--- src/rtl/asq_regs.svh ---
// register offsets, field positions and reset values of the step nine and ten configs
// assumes an 8-bit register address and 16-bit register data
`ifndef ASQ_REGS_SVH
`define ASQ_REGS_SVH
`define ASQ_STEP9_ADDR 8'h99
`define ASQ_STEP10_ADDR 8'h9a
`define ASQ_STEP9_RST 16'h0009
`define ASQ_STEP10_RST 16'h000a
`define ASQ_EN_BIT 15
`define ASQ_GAIN_HI 14
`define ASQ_GAIN_LO 13
`define ASQ_NEG_BIT 4
`define ASQ_POS_HI 3
`define ASQ_POS_LO 0
`define ASQ_RW_MASK 16'he01f
`endif

--- src/rtl/asq_pkg.sv ---
// types shared by the sequencer step configuration block
// assumes the register header is included by its users
package asq_pkg;
  typedef enum logic [1:0] {
    ASQ_GAIN_1 = 2'h0,
    ASQ_GAIN_2 = 2'h1,
    ASQ_GAIN_4 = 2'h2
  } asq_gain_t;

  typedef enum logic [1:0] {
    ASQ_NEG_GND = 2'h0,
    ASQ_NEG_MUX7 = 2'h1,
    ASQ_NEG_AUTO = 2'h2
  } asq_neg_t;

  typedef struct packed {
    logic wr;
    logic rd;
    logic [7:0] addr;
    logic [15:0] wdata;
  } asq_req_t;

  typedef struct packed {
    logic valid;
    logic [3:0] step;
    asq_gain_t gain;
    logic [3:0] pos_sel;
    asq_neg_t neg_sel;
  } asq_conv_t;
endpackage

--- src/rtl/asq_step_cfg.sv ---
// step nine and ten configuration registers of the auxiliary sequencer, with step apply logic
// assumes a serial register front end that hands over decoded read and write strobes
`include "asq_regs.svh"

// Behaviour
// - bit 15 includes step in sequence
// - gain code 00=1, 01=2, 1x=4
// - bit 4 picks ground or input seven
// - positive codes 0-7 route mux inputs
// - positive codes 8-15 pick internal sources
// - internal sources ignore negative select bit
// - step ten at 9Ah, reset 000Ah
// - step nine at 99h, reset 0009h
module asq_step_cfg (
  input wire logic i_clk,
  input wire logic i_resetn,
  input asq_pkg::asq_req_t i_req,
  input wire logic i_step_req,
  input wire logic [3:0] i_step_num,
  output logic [15:0] o_rdata,
  output logic o_rvalid,
  output asq_pkg::asq_conv_t o_conv,
  output logic o_step_skip
);
  import asq_pkg::*;

  logic [15:0] step9_r;
  logic [15:0] step10_r;
  logic [15:0] rdata_nxt;
  logic [15:0] sel_cfg;
  logic hit9;
  logic hit10;
  logic is_step9;
  logic is_step10;
  logic step_known;
  asq_conv_t conv_nxt;

  function automatic asq_gain_t gain_decode(input logic [1:0] code);
    gain_decode = code[1] ? ASQ_GAIN_4 : (code[0] ? ASQ_GAIN_2 : ASQ_GAIN_1);
  endfunction

  function automatic asq_neg_t neg_decode(input logic [3:0] pos, input logic neg);
    if (pos[3]) begin
      neg_decode = ASQ_NEG_AUTO;
    end else begin
      neg_decode = neg ? ASQ_NEG_MUX7 : ASQ_NEG_GND;
    end
  endfunction

  assign hit9 = (i_req.addr == `ASQ_STEP9_ADDR);
  assign hit10 = (i_req.addr == `ASQ_STEP10_ADDR);
  assign is_step9 = (i_step_num == 4'h9);
  assign is_step10 = (i_step_num == 4'ha);
  assign step_known = is_step9 | is_step10;
  assign sel_cfg = is_step10 ? step10_r : step9_r;
  assign rdata_nxt = hit9 ? step9_r : (hit10 ? step10_r : 16'h0000);

  // positive field passes through; codes 8-15 are internal sources
  assign conv_nxt.valid = i_step_req & step_known & sel_cfg[`ASQ_EN_BIT];
  assign conv_nxt.step = i_step_num;
  assign conv_nxt.gain = gain_decode(sel_cfg[`ASQ_GAIN_HI:`ASQ_GAIN_LO]);
  assign conv_nxt.pos_sel = sel_cfg[`ASQ_POS_HI:`ASQ_POS_LO];
  assign conv_nxt.neg_sel = neg_decode(sel_cfg[`ASQ_POS_HI:`ASQ_POS_LO],
                                       sel_cfg[`ASQ_NEG_BIT]);

  // reserved bits 12:5 stay zero
  always_ff @(posedge i_clk or negedge i_resetn) begin
    if (!i_resetn) begin
      step9_r <= `ASQ_STEP9_RST;
      step10_r <= `ASQ_STEP10_RST;
    end else if (i_req.wr) begin
      if (hit9) step9_r <= i_req.wdata & `ASQ_RW_MASK;
      if (hit10) step10_r <= i_req.wdata & `ASQ_RW_MASK;
    end
  end

  always_ff @(posedge i_clk or negedge i_resetn) begin
    if (!i_resetn) begin
      o_rdata <= 16'h0000;
      o_rvalid <= 1'b0;
    end else begin
      o_rvalid <= i_req.rd;
      if (i_req.rd) o_rdata <= rdata_nxt;
    end
  end

  always_ff @(posedge i_clk or negedge i_resetn) begin
    if (!i_resetn) begin
      o_conv <= '0;
      o_step_skip <= 1'b0;
    end else begin
      // fields stay zero unless the step is applied
      o_conv <= conv_nxt.valid ? conv_nxt : '0;
      o_step_skip <= i_step_req & step_known & ~sel_cfg[`ASQ_EN_BIT];
    end
  end

  a_step9_reset: assert property (@(posedge i_clk)
    $rose(i_resetn) |-> step9_r == 16'h0009) else $error("step nine reset value wrong");
  a_step10_reset: assert property (@(posedge i_clk)
    $rose(i_resetn) |-> step10_r == 16'h000a) else $error("step ten reset value wrong");
  a_reserved_zero: assert property (@(posedge i_clk) disable iff (!i_resetn)
    (step9_r[12:5] == 8'h00) && (step10_r[12:5] == 8'h00))
    else $error("reserved bits not zero");
  a_enable_gate: assert property (@(posedge i_clk) disable iff (!i_resetn)
    i_step_req && is_step9 |=> o_conv.valid == $past(step9_r[15]))
    else $error("step enable not honoured");
  a_skip_disabled: assert property (@(posedge i_clk) disable iff (!i_resetn)
    i_step_req && step_known && !sel_cfg[15] |=> o_step_skip && !o_conv.valid)
    else $error("disabled step not skipped");
  a_gain_map: assert property (@(posedge i_clk) disable iff (!i_resetn)
    o_conv.valid |-> (o_conv.gain == ASQ_GAIN_4) == (($past(sel_cfg[14])) == 1'b1))
    else $error("gain mapping wrong");
  a_gain_two: assert property (@(posedge i_clk) disable iff (!i_resetn)
    i_step_req && step_known && sel_cfg[15] && sel_cfg[14:13] == 2'b01 |=>
    o_conv.gain == ASQ_GAIN_2)
    else $error("gain two mapping wrong");
  a_neg_auto: assert property (@(posedge i_clk) disable iff (!i_resetn)
    i_step_req && step_known && sel_cfg[15] && sel_cfg[3] |=> o_conv.neg_sel == ASQ_NEG_AUTO)
    else $error("negative select not overridden");
  a_neg_manual: assert property (@(posedge i_clk) disable iff (!i_resetn)
    i_step_req && step_known && sel_cfg[15] && !sel_cfg[3] |=>
    o_conv.neg_sel == ($past(sel_cfg[4]) ? ASQ_NEG_MUX7 : ASQ_NEG_GND))
    else $error("negative select wrong");
  a_pos_route: assert property (@(posedge i_clk) disable iff (!i_resetn)
    i_step_req && step_known && sel_cfg[15] |=> o_conv.pos_sel == $past(sel_cfg[3:0]))
    else $error("positive select wrong");
  a_read_back: assert property (@(posedge i_clk) disable iff (!i_resetn)
    i_req.rd && hit9 && !i_req.wr |=> o_rvalid && o_rdata == $past(step9_r))
    else $error("step nine readback wrong");

  // step apply outputs
  a_enable_ten: assert property (@(posedge i_clk) disable iff (!i_resetn)
    i_step_req && is_step10
    |=> o_conv.valid == $past(step10_r[15]))
    else $error("step ten enable not honoured");

  a_skip_exclusive: assert property (@(posedge i_clk) disable iff (!i_resetn)
    !(o_step_skip && o_conv.valid))
    else $error("skip and apply together");

  a_unknown_step: assert property (@(posedge i_clk) disable iff (!i_resetn)
    i_step_req && !step_known
    |=> !o_step_skip && !o_conv.valid)
    else $error("unknown step answered");

  a_idle_quiet: assert property (@(posedge i_clk) disable iff (!i_resetn)
    !i_step_req
    |=> !o_step_skip && !o_conv.valid)
    else $error("step output without request");

  a_conv_idle_zero: assert property (@(posedge i_clk) disable iff (!i_resetn)
    !o_conv.valid
    |-> o_conv == '0)
    else $error("step fields not cleared");

  a_step_echo: assert property (@(posedge i_clk) disable iff (!i_resetn)
    o_conv.valid
    |-> (o_conv.step == 4'h9) || (o_conv.step == 4'ha))
    else $error("applied step number wrong");

  a_gain_one: assert property (@(posedge i_clk) disable iff (!i_resetn)
    i_step_req && step_known && sel_cfg[15] && sel_cfg[14:13] == 2'b00
    |=> o_conv.gain == ASQ_GAIN_1)
    else $error("gain one mapping wrong");

  // register access
  a_rvalid_pulse: assert property (@(posedge i_clk) disable iff (!i_resetn)
    !i_req.rd
    |=> !o_rvalid)
    else $error("read valid without read");

  a_read_ten: assert property (@(posedge i_clk) disable iff (!i_resetn)
    i_req.rd && hit10 && !i_req.wr
    |=> o_rvalid && o_rdata == $past(step10_r))
    else $error("step ten readback wrong");

  a_read_unmapped: assert property (@(posedge i_clk) disable iff (!i_resetn)
    i_req.rd && !hit9 && !hit10
    |=> o_rdata == 16'h0000)
    else $error("unmapped read not zero");

  a_rdata_hold: assert property (@(posedge i_clk) disable iff (!i_resetn)
    !i_req.rd
    |=> $stable(o_rdata))
    else $error("read data changed without read");

  a_write_nine: assert property (@(posedge i_clk) disable iff (!i_resetn)
    i_req.wr && hit9
    |=> step9_r == ($past(i_req.wdata) & `ASQ_RW_MASK))
    else $error("step nine write wrong");

  a_write_ten: assert property (@(posedge i_clk) disable iff (!i_resetn)
    i_req.wr && hit10
    |=> step10_r == ($past(i_req.wdata) & `ASQ_RW_MASK))
    else $error("step ten write wrong");

  a_nine_kept: assert property (@(posedge i_clk) disable iff (!i_resetn)
    !(i_req.wr && hit9)
    |=> $stable(step9_r))
    else $error("step nine changed without write");

  a_ten_kept: assert property (@(posedge i_clk) disable iff (!i_resetn)
    !(i_req.wr && hit10)
    |=> $stable(step10_r))
    else $error("step ten changed without write");

  c_write_nine: cover property (@(posedge i_clk) disable iff (!i_resetn) i_req.wr && hit9);
  c_gain_four: cover property (@(posedge i_clk) disable iff (!i_resetn)
    o_conv.valid && o_conv.gain == ASQ_GAIN_4);
  c_conv_enabled: cover property (@(posedge i_clk) disable iff (!i_resetn) o_conv.valid);
  c_conv_skip: cover property (@(posedge i_clk) disable iff (!i_resetn) o_step_skip);
  c_auto_neg: cover property (@(posedge i_clk) disable iff (!i_resetn)
    o_conv.valid && o_conv.neg_sel == ASQ_NEG_AUTO);
endmodule

--- config.mk ---
export PLATFORM = sky130hd
export DESIGN_NAME = asq_step_cfg
export DESIGN_NICKNAME = d
export VERILOG_FILES = /design/src/rtl/asq_pkg.sv /design/src/rtl/asq_step_cfg.sv
export VERILOG_INCLUDE_DIRS = /design/src /design/src/rtl
export SDC_FILE = /design/constraint.sdc
export NUM_CORES = 1
export LEC_CHECK = 0
export ABC_AREA = 1
export ABC_CLOCK_PERIOD_IN_PS = 2500
export BUFFER_PORTS_ARGS = -buffer_cell sky130_fd_sc_hd__buf_2
export CAP_MARGIN = 20
export CORE_MARGIN = 3
export CORE_UTILIZATION = 53
export CTS_CLUSTER_SIZE = 16
export DETAILED_ROUTE_END_ITERATION = 10
export PLACE_DENSITY = 0.89
export SKIP_CTS_REPAIR_TIMING = 1
export SYNTH_ARGS = -nofsm -noshare
export SYNTH_HDL_FRONTEND = slang
export SYNTH_SLANG_ARGS = --single-unit
--- constraint.sdc ---
create_clock -name i_clk -period 2.5 [get_ports i_clk]
set_input_delay 0.75 -clock i_clk [delete_from_list [all_inputs] [get_ports i_clk]]
set_output_delay 0.75 -clock i_clk [all_outputs]
set_load 0.02 [all_outputs]
==> flow_summary_export.csv <==
group,metric,value,unit
status,status,"completed",
yosys,synth-seq-cells,38,
run,max_cap_viol_count,0,
timing,setup_viol_count_final,0,
yosys,syn_area_per_cell,8.66,sq um
placement,buffer_ports.inserted,47,
floorplanning,num_io_pins,64,
timing,max_clock_freq,602,MHz
floorplanning,starting_density_of_the_core,0.581,
cts,cts_tree,"built",
timing,final-max-slew-violation-count,0,
route,drt_first_pass_iters,4,
yosys,synth.top_cells.by_area,"dfrtp_1 (46%), nand2_1 (15%), dfstp_2 (5.6%)",
cts,cts.root.buffer_cell,"clkbuf_4",
cells_and_area,num_antenna_cells,0,
floorplanning,floorplan.die_area,4260,sq um
timing,timing.final.crit_period,1.66,ns
route,number_of_vias_after_detailed_routing,1394,
critical_path,critPathKind,"reg2out",
floorplanning,std_cell_rows,20,
placement,placed_cell_area,2060,sq um
critical_path,critical_path.cell_chain,"buf_2",
route,drt_iter0_markers,89,
yosys,synth_cell_types,21,
timing,tightest_slew_margin_relative_to_the_limit,0.481,
yosys,synthSimpleGateAreaFrac,0.298,
yosys,synth-compound-area-share,0.0746,
yosys,yosys.area.top_type_share,0.457,
critical_path,largest_fanout_on_the_critical_path,2,
yosys,adder_cell_share_of_the_synthesized_area,0,
yosys,syn-instance-count,215,
pwr,p_leak,1.32,nW
cts,cts.path.max_buffers,2,
grt,gr-usage-all-layers,0.171,
yosys,yosysWarnings,0,
cts,h-tree-depth,2,
yosys,postSynth.asyncResetShare,1.00,
yosys,synth.cell_area,1860,sq um
floorplanning,coreArea,3200,sq um
route,route.detailed.vias_per_inst,4.54,
cts,cts.sink_count,38,
pwr,max-vdd-ir-drop,0.312,mV
critical_path,arrival,0.91,ns
route,finalWirelength,3310,um
timing,report.final.hold_viol_count,0,
yosys,synth.yosys.seq_area_share,0.513,
cts,worst_skew_pair_later_pin_latency,0.34,ns
grt,globalRoute.totalOverflow,0,
yosys,number_of_flops_mapped_to_enable_cells_by_yosys,0,
floorplanning,chipHeight,65.3,um
yosys,synth.area.mux_share,0,
cells_and_area,final_nets,295,
critical_path,cp_top_family,"flip-flops",
grt,number_of_global_route_vias_before_repair,1264,
yosys,synth_top_family_by_area,"simple AND/OR/NAND/NOR gates",
timing,fin_worst_skew,0.00878,ns
cells_and_area,drive_gt1_frac,0.304,
critical_path,crit_required,1.75,ns
timing,rsz0062_at_grt,"false",
route,drtAntennaViolNets,0,
yosys,synth_top_flop_cell,"dfrtp_1",
floorplanning,die_width,65.3,um
yosys,post_synth_xor_area_fraction,0,
critical_path,cpMaxStageDelayCell,"dfrtp_1",
critical_path,count_of_buffering_cells_on_the_critical_path_with_inverters_included,1,
cells_and_area,fillers,246,
timing,fin_tns_setup,0,ns
critical_path,worstSetupStartpointType,"register",
hold_path,hold_path_class,"in2async",
cells_and_area,final_design_area_no_fill,2140,sq um
placement,detailedPlacementHpwl,2470,um
timing,min_period_over_period,0.664,
critical_path,crit_path_max_incr_delay,0.41,ns
grt,grt_max_degree,39,
critical_path,worst_setup_path_end_kind,"primary output",
cells_and_area,layout_area_growth_over_synthesis,15.1,%
route,residual_drc,0,
route,wl_per_cell,10.8,um
timing,worstMarginPinSlew,0.778,ns
placement,place_congestion,0.779,
yosys,post-synth-top-area-cell,"dfrtp_1",
cts,cts_buffers,5,
grt,antenna_found_initial,0,
grt,grt_pass1_wl,5530,um
pwr,pwr_density_cell,543,nW/um^2
cts,cts.reportedPaths.clkPinSlew,0.11,ns
-- layout by cell type (no fill, tap or decap), drive strengths merged --
cell,instances
a21oi,1
buf,47
bufinv,1
clkbuf,5
clkinv,2
conb,9
dfrtp,34
dfstp,4
inv,24
nand2,79
nand3,17
nor2,17
o21ai,23
-- layout make-up --
cell class	instances	area, sq um	area share
repair buffers	47	235	0.110
inverters	24	90.1	0.0421
multi-input cells	146	728	0.340
flip-flops and latches	38	956	0.446
clock buffers	5	37.5	0.0175
clock inverters	3	40.0	0.0187
well taps	44	55.1	0.0257
-- flip-flops by register name, indices dropped and copies added (netlist names) --
name	count
step10_r	8
o_rvalid	1
o_step_skip	1
step9_r	8
o_rdata	8
o_conv	12
-- Yosys cell counts (2+ instances only) --
| cell | instances |
|---|---|
| dfstp_2 | 4 |
| nand2_4 | 3 |
| o21ai_2 | 4 |
| inv_1 | 22 |
| o21ai_0 | 14 |
| nand2_1 | 72 |
| nor2_1 | 10 |
| nand3_1 | 17 |
| nor2_2 | 2 |
| buf_4 | 10 |
| nor2_8 | 4 |
| dfrtp_1 | 34 |
| o21ai_1 | 5 |
| inv_2 | 2 |
| nand2_2 | 4 |
| buf_6 | 3 |
-- path summary, 6_finish.rpt --
kind / startpoint / to / slack (ns) / cells past startpoint
worst max-delay path: o_conv[1]$_DFF_PN0_ / o_conv[1] / 0.84 / 1
worst min-delay path: i_resetn / step10_r[14]$_DFFE_PN0P_ / 0.48 / 1
worst max register to register: step10_r[15]$_DFFE_PN0P_ / o_conv[4]$_DFF_PN0_ / 1.40 / 4
worst min register to register: o_rdata[14]$_DFFE_PN0P_ / o_rdata[14]$_DFFE_PN0P_ / 0.48 / 2
max in group asynchronous: i_resetn / o_conv[2]$_DFF_PN0_ / 1.53 / 1
min in group i_clk: o_rdata[14]$_DFFE_PN0P_ / o_rdata[14]$_DFFE_PN0P_ / 0.48 / 2
-- metal layers --
metal  GRT usage  up-vias  wire, um
met5           0        -         0
met4      0.0933        0        57
met3      0.0325        4       208
met2       0.271       54      1560
met1       0.220      596      1480
li1            -      740         -
-- power by group --
| part | internal, W | total, W | switching, W | leakage (nW) |
|---|---|---|---|---|
| Clock | 0.000207 | 0.000399 | 0.000192 | 0.0450 |
| Sequential | 0.000637 | 0.000648 | 0.0000114 | 0.487 |
| Combinational | 0.0000358 | 0.000116 | 0.0000802 | 0.787 |
-- through the flow --
step / setup slack [ns] / instances / utilization / total power (W) / hold slack [ns]
final: 0.840 / 307 / 0.669 / 0.00116 / 0.476
after global routing: 0.795 / 307 / 0.669 / 0.00122 / 0.517
after CTS: 0.818 / 307 / 0.669 / 0.00117 / 0.489
after detailed placement: 0.582 / 299 / 0.645 / 0.000776 / 0.464
after global placement: 0.629 / 299 / 0.645 / 0.000771 / 0.458
after floorplan: 0.972 / 223 / - / 0.000740 / 0.454
-- cell families after synthesis --
| kind of cell | after synthesis |
|---|---|
| other cells | 1 |
| flops | 38 |
| buf+inv | 39 |
| compound gates | 24 |
| simple gates | 113 |
(Power assumes the default switching activity.)
